**src/design/rss_params.svh**
```systemverilog
// constants for the rotate, subtract and sleep execution block
`ifndef RSS_PARAMS_SVH
`define RSS_PARAMS_SVH

// ----------------------------------------------------------------
// register offsets (byte addresses)
// ----------------------------------------------------------------
`define RSS_OFF_CMD 12'h000
`define RSS_OFF_OPND 12'h004
`define RSS_OFF_ACC 12'h008
`define RSS_OFF_STAT 12'h00c
`define RSS_OFF_WDOG 12'h010
`define RSS_OFF_PC 12'h014
`define RSS_OFF_TOS 12'h018
`define RSS_OFF_FILE 12'h200

// ----------------------------------------------------------------
// field positions and reset values
// ----------------------------------------------------------------
`define RSS_STAT_C 0
`define RSS_STAT_DC 1
`define RSS_STAT_Z 2
`define RSS_STAT_PDN 3
`define RSS_STAT_TON 4
`define RSS_STAT_SLP 5
`define RSS_ACC_RST 8'h00
`define RSS_FILE_DEPTH 128
`define RSS_FILE_AW 7
`define RSS_PC_W 11
`define RSS_WDOG_W 8
`define RSS_PRE_W 8

`endif

```
**src/design/rss_pkg.sv**
```systemverilog
// types for the rotate, subtract and sleep execution block
`default_nettype none

package rss_pkg;

	typedef enum logic [2:0]
	{
		RSS_OP_NONE = 3'b000,
		RSS_OP_ROTR = 3'b001,
		RSS_OP_LSUB = 3'b010,
		RSS_OP_SLEEP = 3'b011,
		RSS_OP_RETK = 3'b100
	} rss_op_t;

	// one decoded instruction
	typedef struct packed
	{
		rss_op_t op;
		logic dest_file;
		logic [6:0] faddr;
		logic [7:0] literal;
	} rss_instr_t;

	// flags and results out of the alu
	typedef struct packed
	{
		logic [7:0] result;
		logic carry;
		logic nibble_carry;
		logic zero;
	} rss_alu_t;

endpackage : rss_pkg

`default_nettype wire

```
**src/design/rss_core.sv**
```systemverilog
// execution core for rotate, literal subtract, sleep and return ops
//
// What this block does
// - rotate file register right through carry
// - destination zero to accumulator, one to file
// - eight-bit literal minus accumulator, two's complement
// - subtract to accumulator; carry, nibble carry, zero
// - sleep clears watchdog counter and prescaler
// - sleep clears power-down, sets time-out flag
// - sleep enters sleep state, stops oscillator
// - return loads literal, reloads pc from stack
`timescale 1ns/100ps
`default_nettype none
`include "rss_params.svh"

module rss_core
	import rss_pkg::*;
(
	input wire logic pclk,
	input wire logic presetn,
	input wire logic psel,
	input wire logic penable,
	input wire logic pwrite,
	input wire logic [11:0] paddr,
	input wire logic [31:0] pwdata,
	input wire logic wake,
	output logic [31:0] prdata,
	output logic pready,
	output logic pslverr,
	output logic osc_run,
	output logic sleep_state
);

	// ----------------------------------------------------------------
	// state
	// ----------------------------------------------------------------
	typedef enum logic [1:0]
	{
		RSS_ST_RUN = 2'b00,
		RSS_ST_EXEC = 2'b01,
		RSS_ST_SLEEP = 2'b10
	} rss_state_t;

	rss_state_t state_reg;
	rss_instr_t instr_reg;
	logic [7:0] acc_reg;
	logic carry_reg;
	logic nibble_carry_reg;
	logic zero_reg;
	logic sleep_entered_flag_n_reg;
	logic expiry_flag_n_reg;
	logic [`RSS_WDOG_W-1:0] watchdog_counter_reg;
	logic [`RSS_PRE_W-1:0] prescaler_reg;
	logic [`RSS_PC_W-1:0] pc_reg;
	logic [`RSS_PC_W-1:0] tos_reg;
	logic [7:0] file_mem [0:`RSS_FILE_DEPTH-1];
	logic [7:0] src;
	rss_alu_t alu;
	logic wr_acc;
	logic wr_file;
	logic do_exec;
	logic bus_wr;
	logic bus_rd;
	logic file_hit;
	logic [`RSS_FILE_AW-1:0] bus_faddr;
	logic [31:0] rdata_next;
	logic err_next;

	// a write lands at the access edge, where ready is seen high
	assign bus_wr = psel && penable && pready && pwrite;
	assign bus_rd = psel && !penable && !pwrite;
	assign file_hit = (paddr[11:9] == 3'h1);
	assign bus_faddr = paddr[8:2];
	assign src = file_mem[instr_reg.faddr];
	assign do_exec = (state_reg == RSS_ST_EXEC);

	// ----------------------------------------------------------------
	// alu
	// ----------------------------------------------------------------
	rss_alu u_alu
	(
		.rot_sel(instr_reg.op == RSS_OP_ROTR),
		.src(src),
		.acc(acc_reg),
		.literal(instr_reg.literal),
		.carry_in(carry_reg),
		.res(alu)
	);

	// destination decode for the executing instruction
	always_comb
	begin
		wr_acc = 1'b0;
		wr_file = 1'b0;
		if (do_exec)
		begin
			case (instr_reg.op)
				RSS_OP_ROTR:
				begin
					wr_acc = !instr_reg.dest_file;
					wr_file = instr_reg.dest_file;
				end
				RSS_OP_LSUB: wr_acc = 1'b1;
				default:
				begin
					wr_acc = 1'b0;
					wr_file = 1'b0;
				end
			endcase
		end
	end

	// ----------------------------------------------------------------
	// sequencer: writing the command register starts one execution
	// ----------------------------------------------------------------
	always_ff @(posedge pclk or negedge presetn)
	begin
		if (!presetn)
			state_reg <= RSS_ST_RUN;
		else
		begin
			case (state_reg)
				RSS_ST_RUN:
					if (bus_wr && paddr == `RSS_OFF_CMD)
						state_reg <= RSS_ST_EXEC;
				RSS_ST_EXEC:
					if (instr_reg.op == RSS_OP_SLEEP)
						state_reg <= RSS_ST_SLEEP;
					else
						state_reg <= RSS_ST_RUN;
				RSS_ST_SLEEP:
					if (wake)
						state_reg <= RSS_ST_RUN;
				default: state_reg <= RSS_ST_RUN;
			endcase
		end
	end

	// instruction capture from the operand and command registers
	always_ff @(posedge pclk or negedge presetn)
	begin
		if (!presetn)
			instr_reg <= '0;
		else if (bus_wr && state_reg == RSS_ST_RUN)
		begin
			if (paddr == `RSS_OFF_OPND)
			begin
				instr_reg.literal <= pwdata[7:0];
				instr_reg.faddr <= pwdata[14:8];
				instr_reg.dest_file <= pwdata[16];
			end
			else if (paddr == `RSS_OFF_CMD)
				instr_reg.op <= rss_op_t'(pwdata[2:0]);
		end
	end

	// ----------------------------------------------------------------
	// accumulator and flags
	// ----------------------------------------------------------------
	always_ff @(posedge pclk or negedge presetn)
	begin
		if (!presetn)
			acc_reg <= `RSS_ACC_RST;
		else if (wr_acc)
			acc_reg <= alu.result;
		else if (do_exec && instr_reg.op == RSS_OP_RETK)
			acc_reg <= instr_reg.literal;
		else if (bus_wr && paddr == `RSS_OFF_ACC && state_reg == RSS_ST_RUN)
			acc_reg <= pwdata[7:0];
	end

	// arithmetic flags
	always_ff @(posedge pclk or negedge presetn)
	begin
		if (!presetn)
		begin
			carry_reg <= 1'b0;
			nibble_carry_reg <= 1'b0;
			zero_reg <= 1'b0;
		end
		else if (do_exec && instr_reg.op == RSS_OP_ROTR)
			carry_reg <= alu.carry;
		else if (do_exec && instr_reg.op == RSS_OP_LSUB)
		begin
			carry_reg <= alu.carry;
			nibble_carry_reg <= alu.nibble_carry;
			zero_reg <= alu.zero;
		end
		else if (bus_wr && paddr == `RSS_OFF_STAT && state_reg == RSS_ST_RUN)
		begin
			carry_reg <= pwdata[`RSS_STAT_C];
			nibble_carry_reg <= pwdata[`RSS_STAT_DC];
			zero_reg <= pwdata[`RSS_STAT_Z];
		end
	end

	// power status bits, both read as one after reset
	always_ff @(posedge pclk or negedge presetn)
	begin
		if (!presetn)
		begin
			sleep_entered_flag_n_reg <= 1'b1;
			expiry_flag_n_reg <= 1'b1;
		end
		else if (do_exec && instr_reg.op == RSS_OP_SLEEP)
		begin
			sleep_entered_flag_n_reg <= 1'b0;
			expiry_flag_n_reg <= 1'b1;
		end
	end

	// ----------------------------------------------------------------
	// watchdog counter and prescaler
	// ----------------------------------------------------------------
	always_ff @(posedge pclk or negedge presetn)
	begin
		if (!presetn)
		begin
			prescaler_reg <= '0;
			watchdog_counter_reg <= '0;
		end
		else if (do_exec && instr_reg.op == RSS_OP_SLEEP)
		begin
			prescaler_reg <= '0;
			watchdog_counter_reg <= '0;
		end
		else if (state_reg != RSS_ST_SLEEP)
		begin
			prescaler_reg <= prescaler_reg + 1'b1;
			if (&prescaler_reg)
				watchdog_counter_reg <= watchdog_counter_reg + 1'b1;
		end
	end

	// program counter and top of stack
	always_ff @(posedge pclk or negedge presetn)
	begin
		if (!presetn)
		begin
			pc_reg <= '0;
			tos_reg <= '0;
		end
		else if (do_exec && instr_reg.op == RSS_OP_RETK)
			pc_reg <= tos_reg;
		else if (bus_wr && paddr == `RSS_OFF_TOS && state_reg == RSS_ST_RUN)
			tos_reg <= pwdata[`RSS_PC_W-1:0];
	end

	// ----------------------------------------------------------------
	// data-memory file
	// ----------------------------------------------------------------
	always_ff @(posedge pclk)
	begin
		if (wr_file)
			file_mem[instr_reg.faddr] <= alu.result;
		else if (bus_wr && file_hit && state_reg == RSS_ST_RUN)
			file_mem[bus_faddr] <= pwdata[7:0];
	end

	// ----------------------------------------------------------------
	// apb read mux and answer, one wait-free access phase
	// ----------------------------------------------------------------
	always_comb
	begin
		rdata_next = 32'h0000_0000;
		err_next = 1'b0;
		if (file_hit)
			rdata_next = {24'h00_0000, file_mem[bus_faddr]};
		else
		begin
			case (paddr)
				`RSS_OFF_CMD: rdata_next = {29'h0, instr_reg.op};
				`RSS_OFF_OPND: rdata_next = {15'h0, instr_reg.dest_file,
					1'b0, instr_reg.faddr, instr_reg.literal};
				`RSS_OFF_ACC: rdata_next = {24'h00_0000, acc_reg};
				`RSS_OFF_STAT: rdata_next = {26'h0,
					state_reg == RSS_ST_SLEEP, expiry_flag_n_reg,
					sleep_entered_flag_n_reg, zero_reg,
					nibble_carry_reg, carry_reg};
				`RSS_OFF_WDOG: rdata_next = {16'h0000, prescaler_reg,
					watchdog_counter_reg};
				`RSS_OFF_PC: rdata_next = {21'h0, pc_reg};
				`RSS_OFF_TOS: rdata_next = {21'h0, tos_reg};
				default: err_next = 1'b1;
			endcase
		end
	end

	// registered answer presented in the access phase
	always_ff @(posedge pclk or negedge presetn)
	begin
		if (!presetn)
		begin
			prdata <= 32'h0000_0000;
			pready <= 1'b0;
			pslverr <= 1'b0;
		end
		else
		begin
			pready <= psel && !penable;
			pslverr <= psel && !penable && err_next;
			if (bus_rd)
				prdata <= rdata_next;
		end
	end

	// oscillator and sleep indication
	always_ff @(posedge pclk or negedge presetn)
	begin
		if (!presetn)
		begin
			osc_run <= 1'b1;
			sleep_state <= 1'b0;
		end
		else if (do_exec && instr_reg.op == RSS_OP_SLEEP)
		begin
			osc_run <= 1'b0;
			sleep_state <= 1'b1;
		end
		else if (state_reg == RSS_ST_SLEEP && wake)
		begin
			osc_run <= 1'b1;
			sleep_state <= 1'b0;
		end
	end

endmodule : rss_core

`default_nettype wire

```
**src/design/rss_alu.sv**
```systemverilog
// combinational alu for rotate right and literal minus accumulator
`timescale 1ns/100ps
`default_nettype none

module rss_alu
	import rss_pkg::*;
(
	input wire logic rot_sel,
	input wire logic [7:0] src,
	input wire logic [7:0] acc,
	input wire logic [7:0] literal,
	input wire logic carry_in,
	output rss_alu_t res
);

	logic [8:0] diff;
	logic [4:0] ndiff;

	// nine-bit sum gives the inverted borrow directly as bit 8, five-bit nibble sum as bit 4
	assign diff = {1'b0, literal} + {1'b0, ~acc} + 9'h001;
	assign ndiff = {1'b0, literal[3:0]} + {1'b0, ~acc[3:0]} + 5'h01;

	// rotate or subtract select
	always_comb
	begin
		if (rot_sel)
		begin
			res.result = {carry_in, src[7:1]};
			res.carry = src[0];
			res.nibble_carry = 1'b0;
			res.zero = 1'b0;
		end
		else
		begin
			res.result = diff[7:0];
			res.carry = diff[8];
			res.nibble_carry = ndiff[4];
			res.zero = (diff[7:0] == 8'h00);
		end
	end

endmodule : rss_alu

`default_nettype wire

```
**config.mk**
```make
export PLATFORM = sky130hd
export DESIGN_NAME = rss_core
export DESIGN_NICKNAME = d
export VERILOG_FILES = /design/src/design/rss_pkg.sv /design/src/design/rss_core.sv /design/src/design/rss_alu.sv
export VERILOG_INCLUDE_DIRS = /design/src /design/src/design
export SDC_FILE = /design/constraint.sdc
export NUM_CORES = 2
export LEC_CHECK = 0
export BUFFER_PORTS_ARGS = -buffer_cell sky130_fd_sc_hd__buf_2
export CELL_PAD_IN_SITES_DETAIL_PLACEMENT = 0
export CELL_PAD_IN_SITES_GLOBAL_PLACEMENT = 1
export CORE_ASPECT_RATIO = 1.5
export CORE_MARGIN = 8
export CORE_UTILIZATION = 25
export DETAILED_ROUTE_END_ITERATION = 8
export PLACE_DENSITY_LB_ADDON = 0.1
export SKIP_LAST_GASP = 1
export SYNTH_ARGS = -nofsm -noshare
export SYNTH_HDL_FRONTEND = slang
export SYNTH_SLANG_ARGS = --single-unit
```
**constraint.sdc**
```tcl
create_clock -name pclk -period 15 [get_ports pclk]
set_input_delay 0.75 -clock pclk [delete_from_list [all_inputs] [get_ports pclk]]
set_output_delay 0.75 -clock pclk [all_outputs]
set_load 0.02 [all_outputs]
```
==> results.txt <==
CTS sink count -> 1,116
Max-Cap Viols -> 0
Die Span X -> 393 um
Fin Clk Skew -> 0.0427 ns
Die height -> 581 um
Clock Latency Late Sink -> 0.76 ns
Fin area -> 60,800 um2
CP Max Fanout -> 65
Min cycle time layout -> 6.81 ns
Cts bufs inserted -> 115
Crit end category -> register
CTS root buffer -> clkbuf_16
Status -> complete, no violations
Initial DRC count -> 2,687
Power Dens Cells -> 109 nW/um2
P_leak -> 18.0 nW
First-pass GRT wire length -> 296,000 um
NumNets Final -> 3,166
Worst-path clk slew -> 0.06 ns
Worst hold path class -> input pin to register
RSZ-0062 raised after global routing -> no
Routed vias/inst -> 5.20
Synth Instances -> 3,042
Crit start category -> register
Via count -> 31.4k
Final HPWL DP -> 148,000 um
Synth Flop Type -> edfxtp_1
Layout cell share with drive strength beyond 1 -> 0.297
Most common cell after layout, fill and taps aside -> edfxtp_1
Max Root-Sink Buffers -> 3
Largest net degree at the start of global routing -> 101
Std cell rows -> 207
Setup CP Type -> register to register
FILL cells -> 21.1k
Die area -> 228,000 um2
Final core utilization -> 0.287
Initial Util -> 0.251
CTS tree -> built
Drt pass-1 iters -> 5
Drt total wl -> 219,000 um
Core area -> 212,000 um2
Post CTS Setup Buffer Count -> 0
Routed wire per std cell -> 36.3 um
Aggregate global routing overflow -> 0
Syn-to-layout area delta -> 14.3%
IO Pins -> 86
Fin crit share -> 0.454
Critical Path RT -> 15.33 ns
Worst-margin pin slew -> 1.33 ns
Mapped cell area -> 53,200 um2
Commonest non-fill, non-tap cells in the layout -> edfxtp_1 (1,024), mux4_2 (505), nor2_1 (193)
Final setup fails -> 0
Yosys reg bits -> 1,116
Syn Area/Cell -> 17.5 um2
Fmax -> 147 MHz
Async S/R FF share, synth -> 0.0824
Max Slew Vio Count -> 0
H-tree depth -> 3
Worst VDD drop -> 0.0815 mV
Placer Congestion -> 0.824
Initial antenna violation count -> 9
DRC errors left -> 0
Post-DP Area -> 57,000 um2
Yosys Warn Count -> 0
Final hold violations -> 0
Critical path data arrival time -> 7.15 ns
Relative slew slack -> 0.106
Register area share after synthesis -> 0.621
Unique masters post-synth -> 71
Number of synthesized flops with an enable pin -> 1,024
Total negative slack -> 0 ns
Vias in the first global route -> 33.4k
PortBufs -> 54
Final hold slack -> 0.214 ns
ANT nets after route -> 0
Number of flip-flops in the largest register -> 1,024
GRT Total Usage -> 0.188
## synthesized netlist by cell type, types with 18 or more instances
cell,number,area share
a21oi_1,73,0.0069
a22oi_1,76,0.011
a31oi_1,29,0.0034
buf_2,57,0.0054
buf_4,58,0.0082
clkbuf_1,113,0.0080
dfrtp_1,90,0.042
edfxtp_1,1024,0.58
inv_1,18,0.0013
mux2_2,42,0.0089
mux2i_1,148,0.028
mux4_2,505,0.21
nand2_1,127,0.0090
nand2b_1,22,0.0026
nand3_1,38,0.0036
nand4_1,25,0.0029
nor2_1,198,0.014
nor2b_1,18,0.0021
nor3_1,54,0.0051
o21ai_0,69,0.0065
o221ai_1,28,0.0046
o22ai_1,24,0.0028
## metrics by stage
| stage | setup slack [ns] | total power, W | std cells |
|---|---|---|---|
| after global placement | 8.41 | 0.00373 | 5808 |
| after global routing | 8.10 | 0.00684 | 6027 |
| after CTS | 8.25 | 0.00674 | 6026 |
| after floorplan | 6.71 | 0.00361 | 3056 |
| after detailed placement | 8.26 | 0.00373 | 5808 |
| final | 8.19 | 0.00665 | 6031 |
## power breakdown
group	leakage, nW	internal, W	switching, W	total [W]
sequential	9.78	0.00336	0.0000153	0.00338
clock	1.88	0.00169	0.00130	0.00299
combinational	6.32	0.000104	0.000182	0.000287
## cell type report
class                           count  area [um2]  share of cell area
Antenna cell                        5        12.5            0.000206
Clock buffer                      144        3070              0.0505
Clock inverter                     73         758              0.0125
Inverter                           19        71.3             0.00117
Multi-Input combinational cell   1676       19100               0.313
Sequential cell                  1116       33100               0.543
Tap cell                         2821        3530              0.0580
Timing Repair Buffer              177        1280              0.0210
## cell families (layout without fill, tap and decap cells)
| logic type | after synthesis | in the layout | share of synthesized area |
|---|---|---|---|
| mux | 705 | 705 | 0.253 |
| simple gates | 552 | 552 | 0.0484 |
| fa+ha+maj | 11 | 11 | 0.00273 |
| compound gates | 377 | 377 | 0.0474 |
| buf+inv | 264 | 413 | 0.0243 |
| xor+xnor | 16 | 16 | 0.00263 |
| flops | 1116 | 1116 | 0.621 |
| other cells | 1 | 20 | 0.0000705 |
## routing by layer
metal  GRT usage  wire length, um
met5           0               11
met2       0.341           115000
met1       0.216            80400
met4      0.0931            13000
met3      0.0240            10500
## timing repair
item,in CTS,in global routing
hold buffers,1,0
gates resized for setup,0,0
hold endpoints to repair,23,0
## critical path, cell delays in order, from the launching register on
cell	delay [ns]
dfrtp_4	0.88
buf_4	0.80
buf_4	0.71
mux4_2	0.64
a22oi_1	0.49
a21oi_1	0.17
o21ai_0	0.96
a2bb2oi_1	0.29
mux2_4	0.59
buf_4	0.48
## final timing paths
path	cells after the start	endpoint	slack [ns]	from
min	2	state_reg[1]	0.21	wake
min in group asynchronous	2	instr_reg[15]	0.54	presetn
max in group asynchronous	3	instr_reg[9]	13.24	presetn
max reg2reg	9	file_mem[76][5]	8.19	instr_reg[8]
max	9	file_mem[76][5]	8.19	instr_reg[8]
min reg2reg	1	sleep_state	0.48	sleep_state
Note: power is estimated with default switching activity, not from simulation.
